==> config.mk <==
export PLATFORM = sky130hd
export DESIGN_NAME = mbhp_host_port
export DESIGN_NICKNAME = d
export VERILOG_FILES = /design/src/mbhp_host_port.v /design/src/mbhp_phase_timer.v
export VERILOG_INCLUDE_DIRS = /design/src
export SDC_FILE = /design/constraint.sdc
export NUM_CORES = 1
export LEC_CHECK = 0
export ABC_AREA = 1
export BUFFER_PORTS_ARGS = -buffer_cell sky130_fd_sc_hd__buf_2
export CAP_MARGIN = 40
export CORE_UTILIZATION = 58
export DETAILED_ROUTE_END_ITERATION = 7
export HOLD_SLACK_MARGIN = 0.08
export PLACE_DENSITY = 0.83
export SETUP_SLACK_MARGIN = 0.02
export SYNTH_ARGS = -nofsm -noshare
export SYNTH_HDL_FRONTEND = slang
export SYNTH_HIERARCHICAL = 1
export SYNTH_SLANG_ARGS = --single-unit
==> constraint.sdc <==
create_clock -name clock -period 3.37 [get_ports clock]
set_clock_uncertainty 0.2 [all_clocks]
set_input_delay 0.337 -clock clock [delete_from_list [all_inputs] [get_ports clock]]
set_output_delay 0.337 -clock clock [all_outputs]
set_load 0.02 [all_outputs]
==> src/mbhp_map.vh <==
`ifndef MBHP_MAP_VH
`define MBHP_MAP_VH

// ----------------------------------------
// Timing
// ----------------------------------------
`define MBHP_CLK_KHZ 40000
`define MBHP_PHASE_NS 150
`define MBHP_PHASE_CYCLES ((`MBHP_PHASE_NS * `MBHP_CLK_KHZ + 999999) / 1000000)

// ----------------------------------------
// Bus styles and bus width
// ----------------------------------------
`define MBHP_STYLE_STROBE 1'b1
`define MBHP_STYLE_ENABLE 1'b0
`define MBHP_BUS_WIDTH 8

`endif

==> src/mbhp_host_port.v <==
`timescale 1ns/100ps
`default_nettype none
`include "mbhp_map.vh"
module mbhp_host_port #(
    // Below 3 the read sample would beat the two bus sync flops
    parameter PHASE_CYCLES = `MBHP_PHASE_CYCLES
) (
    input wire clock, // 40 MHz system clock
    input wire resetn, // Asynchronous reset, active low
    input wire style_strobe, // User choice: 1 strobe mode, 0 enable mode
    input wire req, // Start an access when idle
    input wire req_write, // 1 write, 0 read
    input wire [7:0] req_addr, // Register address
    input wire [7:0] req_wdata, // Write data
    output wire req_ready, // High while idle and able to take req
    output reg done, // One-cycle pulse when access ends
    output reg [7:0] rdata, // Read data of last read
    output reg bus_style_select, // Style pin to device
    output reg chip_select_n, // Chip select, active low
    output reg address_strobe, // Address strobe, active high
    output reg data_strobe, // Data strobe or read enable
    output reg read_write, // Read/write level or write strobe
    input wire [7:0] muxed_addr_data_bus_in, // Bus level from pins
    output reg [7:0] muxed_addr_data_bus_out, // Bus drive value
    output reg muxed_addr_data_bus_oe // High while host drives bus
);
    // ----------------------------------------
    // Reset release
    // ----------------------------------------
    // Two flops, so only rst_meta sees resetn rise close to a clock edge
    reg rst_meta;
    reg rst_n;
    always @(posedge clock or negedge resetn) begin
        if (!resetn) begin
            rst_meta <= 1'b0;
            rst_n <= 1'b0;
        end else begin
            rst_meta <= 1'b1;
            rst_n <= rst_meta;
        end
    end

    // ----------------------------------------
    // Bus input synchroniser
    // ----------------------------------------
    // Pins are asynchronous to this clock; only bus_sync is read
    reg [7:0] bus_meta;
    reg [7:0] bus_sync;
    always @(posedge clock or negedge rst_n) begin
        if (!rst_n) begin
            bus_meta <= 8'h00;
            bus_sync <= 8'h00;
        end else begin
            bus_meta <= muxed_addr_data_bus_in;
            bus_sync <= bus_meta;
        end
    end

    // ----------------------------------------
    // Level helpers
    // ----------------------------------------
    // Data strobe rests low in strobe mode and high (inactive) in enable mode
    function ds_idle;
        input reg style;
        begin
            ds_idle = (style != `MBHP_STYLE_STROBE);
        end
    endfunction

    // Style decode shared by the start of an access and its data phase
    function is_strobe_style;
        input reg style;
        begin
            is_strobe_style = (style == `MBHP_STYLE_STROBE);
        end
    endfunction

    // ----------------------------------------
    // Sequencer state
    // ----------------------------------------
    localparam [2:0] ST_IDLE = 3'h0;
    localparam [2:0] ST_ADDR = 3'h1;
    localparam [2:0] ST_HOLD = 3'h2;
    localparam [2:0] ST_DATA = 3'h3;
    localparam [2:0] ST_END = 3'h4;

    reg [2:0] state;
    // Direction is fixed for the whole access once req is taken
    reg is_write;
    wire tick;

    // ----------------------------------------
    // Write data capture
    // ----------------------------------------
    // The user need not hold write data after req is taken
    reg [7:0] req_wdata_q;
    always @(posedge clock or negedge rst_n) begin
        if (!rst_n) begin
            req_wdata_q <= 8'h00;
        end else if (state == ST_IDLE && req) begin
            req_wdata_q <= req_wdata;
        end
    end

    // ----------------------------------------
    // Phase timer
    // ----------------------------------------
    // One shared timer: every phase of an access has the same length
    mbhp_phase_timer #(
        .CYCLES(PHASE_CYCLES)
    ) u_timer (
        .clock(clock),
        .rst_n(rst_n),
        .run(state != ST_IDLE),
        .tick(tick)
    );

    // ----------------------------------------
    // Request handshake
    // ----------------------------------------
    // No queue: a req that arrives while busy is simply not taken
    assign req_ready = (state == ST_IDLE);

    // ----------------------------------------
    // Sequencer
    // ----------------------------------------

    always @(posedge clock or negedge rst_n) begin
        if (!rst_n) begin
            // Pins rest deselected, strobes inactive, bus released
            state <= ST_IDLE;
            is_write <= 1'b0;
            done <= 1'b0;
            rdata <= 8'h00;
            bus_style_select <= `MBHP_STYLE_ENABLE;
            chip_select_n <= 1'b1;
            address_strobe <= 1'b0;
            data_strobe <= 1'b1;
            read_write <= 1'b1;
            muxed_addr_data_bus_out <= 8'h00;
            muxed_addr_data_bus_oe <= 1'b0;
        end else begin
            done <= 1'b0;
            case (state)
                ST_IDLE: begin
                    // Style only changes between accesses, never mid-cycle
                    bus_style_select <= style_strobe;
                    // Idle data strobe: low in strobe mode, high (inactive) in enable mode
                    data_strobe <= ds_idle(style_strobe);
                    read_write <= 1'b1;
                    chip_select_n <= 1'b1;
                    address_strobe <= 1'b0;
                    muxed_addr_data_bus_oe <= 1'b0;
                    if (req) begin
                        is_write <= req_write;
                        // Every access opens with its own address strobe
                        address_strobe <= 1'b1;
                        chip_select_n <= 1'b0;
                        muxed_addr_data_bus_out <= req_addr;
                        muxed_addr_data_bus_oe <= 1'b1;
                        if (is_strobe_style(style_strobe)) begin
                            read_write <= !req_write;
                        end
                        state <= ST_ADDR;
                    end
                end
                ST_ADDR: begin
                    if (tick) begin
                        // Falling strobe latches; address held one more phase
                        address_strobe <= 1'b0;
                        state <= ST_HOLD;
                    end
                end
                ST_HOLD: begin
                    if (tick) begin
                        if (is_write) begin
                            muxed_addr_data_bus_out <= req_wdata_q;
                        end else begin
                            // Release lines so the device can answer
                            muxed_addr_data_bus_oe <= 1'b0;
                        end
                        // Enable write: data and strobe move together, latched on the rise
                        if (is_strobe_style(bus_style_select)) begin
                            data_strobe <= 1'b1;
                        end else if (is_write) begin
                            read_write <= 1'b0;
                        end else begin
                            data_strobe <= 1'b0;
                        end
                        state <= ST_DATA;
                    end
                end
                ST_DATA: begin
                    if (tick) begin
                        // Bus value has settled through both sync flops by now
                        if (!is_write) begin
                            rdata <= bus_sync;
                        end
                        // Trailing strobe edge; write data stays on for hold
                        data_strobe <= ds_idle(bus_style_select);
                        read_write <= 1'b1;
                        state <= ST_END;
                    end
                end
                ST_END: begin
                    if (tick) begin
                        // Chip select drops only after both strobes are gone
                        chip_select_n <= 1'b1;
                        muxed_addr_data_bus_oe <= 1'b0;
                        done <= 1'b1;
                        state <= ST_IDLE;
                    end
                end
                default: begin
                    // Unused codes fall back to idle with pins as they are
                    state <= ST_IDLE;
                end
            endcase
        end
    end

endmodule // mbhp_host_port
`default_nettype wire

==> src/mbhp_phase_timer.v <==
`timescale 1ns/100ps
`default_nettype none
module mbhp_phase_timer #(
    parameter CYCLES = 6
) (
    input wire clock, // System clock
    input wire rst_n, // Synchronised reset, active low
    input wire run, // Count while high, clear when low
    output wire tick // One-cycle pulse at end of each phase
);
    reg [7:0] count;
    // Count is 8 bits wide, so CYCLES may not exceed 256
    localparam [31:0] LAST_FULL = CYCLES - 1;
    localparam [7:0] LAST = LAST_FULL[7:0];

    assign tick = run && (count == LAST);

    always @(posedge clock or negedge rst_n) begin
        if (!rst_n) begin
            count <= 8'h00;
        end else if (!run || tick) begin
            count <= 8'h00;
        end else begin
            count <= count + 8'h01;
        end
    end
endmodule // mbhp_phase_timer
`default_nettype wire

======== Word level (Yosys, flattened, before mapping) ========
Index checks and enable logic that the tools add are counted.
cells by class
  $add $sub $neg .......................... 1
  equal/unequal tests ..................... 14
  muxes and demuxes ....................... 32
  bitwise logic cells ..................... 3
  reduce and logical (&&, ||, !) cells .... 21
operators with widths
  operator                                                                number
  8-bit 2-to-1 mux                                                        4
  1-bit 2-to-1 mux                                                        16
  8-bit one-hot mux with 2 select lines                                   1
  3-bit 2-to-1 mux                                                        5
  3-bit one-hot mux with 5 select lines                                   1
  4-bit AND reduction                                                     3
  5-bit AND reduction                                                     2
  1-bit one-hot mux with 3 select lines                                   3
  3-bit nonzero test                                                      3
  8-bit by 1-bit adder with 8-bit output (second input constant)          1
  8-bit by 3-bit equality test with 1-bit output (second input constant)  1
  2-bit by 1-bit != test with 1-bit output (second input constant)        4
  2-bit != test (second input constant)                                   4
  3-bit by 2-bit equality test with 1-bit output (second input constant)  2
  2-bit AND reduction                                                     3
  2-bit nonzero test                                                      3
  1-bit one-hot mux with 2 select lines                                   2
  3-bit by 1-bit equality test with 1-bit output (second input constant)  1
  3-bit equality test (second input constant)                             1
  3-bit zero test                                                         1
  3-bit != test (second input constant)                                   1
  1-bit inverter                                                          3
  3-bit AND reduction                                                     1
  1-bit logical AND                                                       2
  other kinds (2)                                                         3
word-level totals
  register bits after elaboration ......... 61
  input port bits ......................... 29

======== Depth between registers and ports, before layout ========
  depth after elaboration ................. 4
  mapped depth ............................ 13
  depth with buffers taken out ............ 13

======== Cells and area by module ========
Netlist, hierarchy kept.
by module, submodules not included
  module            instances  cells each  area each (um^2)
  mbhp_host_port    1          232         2,218.4
  mbhp_phase_timer  1          57          441.7

======== Least setup slack after synthesis ========
Ideal clock, no wire load.
  path kind ............................... flip-flop to flip-flop
  from .................................... register state[0]
  to ...................................... register muxed_addr_data_bus_out[0]
  library setup time ...................... 0.117 ns
  arrival ................................. 2.019 ns
  path slack .............................. 1.034 ns
  stages on the path, launching flop included .. 12
  buffers on the path ..................... 0
  period minus slack after synthesis ...... 2.336 ns
  cells stage by stage .................... dfrtp_1 > inv_4 > nand2_2 > nor2_4 > inv_1 > inv_1 > nor3_1 > inv_2 > o21ai_4 > nand2_4 > nand2_1 > nand2_1
between the ends
  longest elaborated chain between the ends .. 4
  elaborated cells between the ends (all ways) .. 10
  those cells by class .................... 4 x eq/ne; 1 x mux; 5 x reduce/logical
ends and longest elaborated chain
  item                                                line                   RTL
  start, declared                                     mbhp_host_port.v:87    reg [2:0] state;
  start signal, assigned                              mbhp_host_port.v:131   state <= ST_IDLE;
  start signal, assigned                              mbhp_host_port.v:164   state <= ST_ADDR;
  start signal, assigned                              mbhp_host_port.v:171   state <= ST_HOLD;
  3-bit nonzero test                                  mbhp_host_port.v:114   .run(state != ST_IDLE),
  1-bit logical AND                                   mbhp_phase_timer.v:16  assign tick = run && (count == LAST);
  via tick                                            mbhp_host_port.v:90    wire tick;
  2-bit by 1-bit != test with 1-bit output (no line)  --
  4-bit AND reduction (no line)                       --
  end signal, assigned                                mbhp_host_port.v:159   muxed_addr_data_bus_out <= req_addr;
  end signal, assigned                                mbhp_host_port.v:177   muxed_addr_data_bus_out <= req_wdata_q;
  end, declared                                       mbhp_host_port.v:24    output reg [7:0] muxed_addr_data_bus_out,
The timed path passes the listed nets, and every way through them passes these cells.
A chain may end at the register's enable or synchronous reset.

======== Final worst setup path ========
  from .................................... register state[0]
  to ...................................... register muxed_addr_data_bus_out[6]
The elaborated chain is that of the path after synthesis.

==> flow_summary.ini <==
[sta]
fin_crit_sh_pct = 79.55
maxSlewHeadroom_pct = 43.22
rsz0062_at_grt = false
finalMaxSlewViolations = 0
finalSetupViolCount = 0
worst_slack_ns = 0.6892
hold_violations = 0
fmax_mhz = 373.0
tightest_slew_ns = 0.8517
setup_tns_ns = 0
period_needed_ns = 2.681

[finish]
diodes = 0
synthToLayoutAreaGrowth_pct = 25.45
fin_util_pct = 76.11
nets = 396
final-instance-count-excl-fill = 421
layout-drive-gt1-share_pct = 26.56

[global_route]
grt_start_max_net_pins = 41
grt_pass1_vias = 2090
grt_pass1_wl_mm = 9.570
grt_usage_pct = 26.15
overflow = 0
antenna_found_initial = 0

[job]
max-cap-violations = 0

[routing]
routedWlPerCell_um = 13.07
drt-total-wl_mm = 5.502
vias_per_cell = 5.010
ant_nets = 0
post-route-drc-count = 0
dr_total_vias = 2109
drt_iter0_drc = 211
drtPass1Iterations = 4

[placement]
dp_hpwl_mm = 3.574
dp_cells = 388
dp_worst_setup_slack_ns = 0.7207
place_congestion = 0.8732
numPortBuffers = 52

[die]
design.portCount = 53
die_area_um2 = 4861
start_util_pct = 60.67
fp.dieW_um = 69.72
rows = 24
core_area_um2 = 4384
die_h_um = 69.72

[pwr]
powerDensity_nw_per_um2 = 894.7
p_total_mw = 2.986
ir_worst_vdd_mv = 0.4684
leakagePower_nw = 1.789

[clock_network]
clk_latency_ns = 0.33
cts_tree = yes
cts_root_buf = clkbuf_8
ctsResizeCount = 0
clk_pin_slew_worst_paths_ns = 0.07
cts.path.max_buffers = 2
cts_sinks = 61
cts_buffers = 9
h-tree-depth = 3

[synthesis]
ys.flop_type = dfrtp_1
synth_edf_count = 0
syn_area_per_cell_um2 = 9.204
async_flop_share_pct = 100.0
synth_cell_types = 28
synth_top_cell_area_share_pct = 54.56
synth_area_leader_cell = dfrtp_1
synth_warnings = 6
synth_area_um2 = 2660
synthTopCellsByArea = dfrtp_1 55%, nand2_1 15%, nand3_1 5.1%, nor2_1 3.1%, dfstp_2 3.0%
synth_most_common_cell = nand2_1
ys_seq_elements = 61
syn_inst = 289
ys_top_cells_by_count = 103 x nand2_1, 58 x dfrtp_1, 27 x nand3_1
syn_nets = 320
yosysSeqAreaShare_pct = 57.53

[worst_setup_path]
cp_max_fo = 13
timing.rr.start = state[0]$_DFFE_PN0P_
cp.arrival_ns = 2.70
crit_type = reg -> reg
worstReg2RegEnd = muxed_addr_data_bus_out[6]$_DFFE_PN0P_
required_ns = 3.39
r2r_cells = 11
cp-endpoint = muxed_addr_data_bus_out[6]$_DFFE_PN0P_
r2r_slack_ns = 0.69
start_kind = flop
critPathCaptureType = flop
cp-startpoint = state[0]$_DFFE_PN0P_

[run_status]
outcome = finished, final reports clean

[hold_path]
min_path_type = in -> reg
## how the worst min path moves through the flow
| stage | from | to | slack, ns | cells past startpoint |
|---|---|---|---|---|
| 2_1_floorplan | resetn | rst_meta$_DFF_PN0_ | -0.16 | 0 |
| 3_3_place_gp | resetn | rst_meta$_DFF_PN0_ | -0.08 | 1 |
| 3_5_place_dp | resetn | rst_meta$_DFF_PN0_ | -0.07 | 1 |
| 4_1_cts | req_write | is_write$_DFFE_PN0P_ | 0.09 | 3 |
| 6_report | req_write | is_write$_DFFE_PN0P_ | 0.11 | 3 |
| 5_1_grt | req_write | is_write$_DFFE_PN0P_ | 0.09 | 3 |
## placed cells by master (no fill, tap or decap), types with 2 or more instances in the layout
master / synthesis / final
dfrtp_1: 58 / 57
ha_1: 2 / 2
nand2_2: 3 / 3
a21oi_1: 2 / 2
dfstp_2: 3 / 3
nand2_1: 103 / 103
clkinv_2: 0 / 3
nand2_4: 4 / 4
dlygate4sd3_1: 0 / 18
inv_1: 21 / 21
nor3_1: 2 / 2
o21ai_2: 8 / 8
nand3b_1: 2 / 2
bufinv_16: 0 / 2
o21ai_0: 9 / 9
buf_2: 1 / 52
nand3_1: 27 / 27
nor2_4: 4 / 4
inv_2: 2 / 2
inv_4: 2 / 2
o21bai_1: 2 / 2
o21ai_4: 2 / 2
clkbuf_8: 0 / 10
nor2_1: 22 / 22
## logic make-up after synthesis
logic type	after synthesis	synth area share, %
AO/OA/AOI/OAI	23	6.491
adder cells (fa/ha/maj)	2	0.9406
buffers and inverters	31	5.597
XOR/XNOR	2	0.6586
other	1	0.1410
AND/OR/NAND/NOR	169	28.65
flip-flops	61	57.53
## sequential cells by signal (all words and copies together), names as in the netlist, 3 cells and up
register / cells
bus_sync: 8
req_wdata_q: 8
u_timer/count: 8
state: 3
bus_meta: 8
rdata: 8
muxed_addr_data_bus_out: 8
## report_power, final
| part | leakage [nW] | internal, mW | switching, mW | total, mW |
|---|---|---|---|---|
| Combinational | 0.925 | 0.386 | 0.775 | 1.16 |
| Clock | 0.112 | 0.429 | 0.272 | 0.701 |
| Sequential | 0.752 | 0.964 | 0.159 | 1.12 |
## per-layer routing
layer | vias up | track usage (%) | routed length [µm]
met3 | 6 | 5.378 | 278
met2 | 65 | 41.42 | 2664
met4 | 0 | 13.56 | 48
li1 | 1053 | - | -
met5 | - | 0 | 0
met1 | 985 | 34.26 | 2510
## worst max-delay path, stage by stage (launching register included)
cell,delay (ns)
dfrtp_1,0.51
inv_4,0.10
nand2_2,0.11
nor2_4,0.09
inv_1,0.17
inv_1,0.08
nor3_1,0.54
inv_2,0.20
o21ai_4,0.32
nand2_4,0.12
nand2_1,0.08
nand2_1,0.05
## timing repair
action / 4_1_cts / 5_1_grt
buffers inserted: 0 / 0
hold buffers: 18 / 0
hold endpoints to repair: 19 / 0
## area by class of cell
cell class / instances / area [µm²]
Clock buffer: 10 / 137.6
Tap cell: 52 / 65.06
Multi-Input combinational cell: 197 / 980.9
Inverter: 25 / 98.84
Fill cell: 304 / 1047
Timing Repair Buffer: 71 / 447.9
Sequential cell: 61 / 1531
Clock inverter: 5 / 75.07
## stage by stage
step	cell area, µm²	hold WS (ns)
4_1_cts	3337	0.09415
2_1_floorplan	2660	-0.1586
5_1_grt	3337	0.09378
3_5_place_dp	2944	-0.07490
6_report	3337	0.1103
3_3_place_gp	2944	-0.07680
Power figures use the tool's default switching activity.
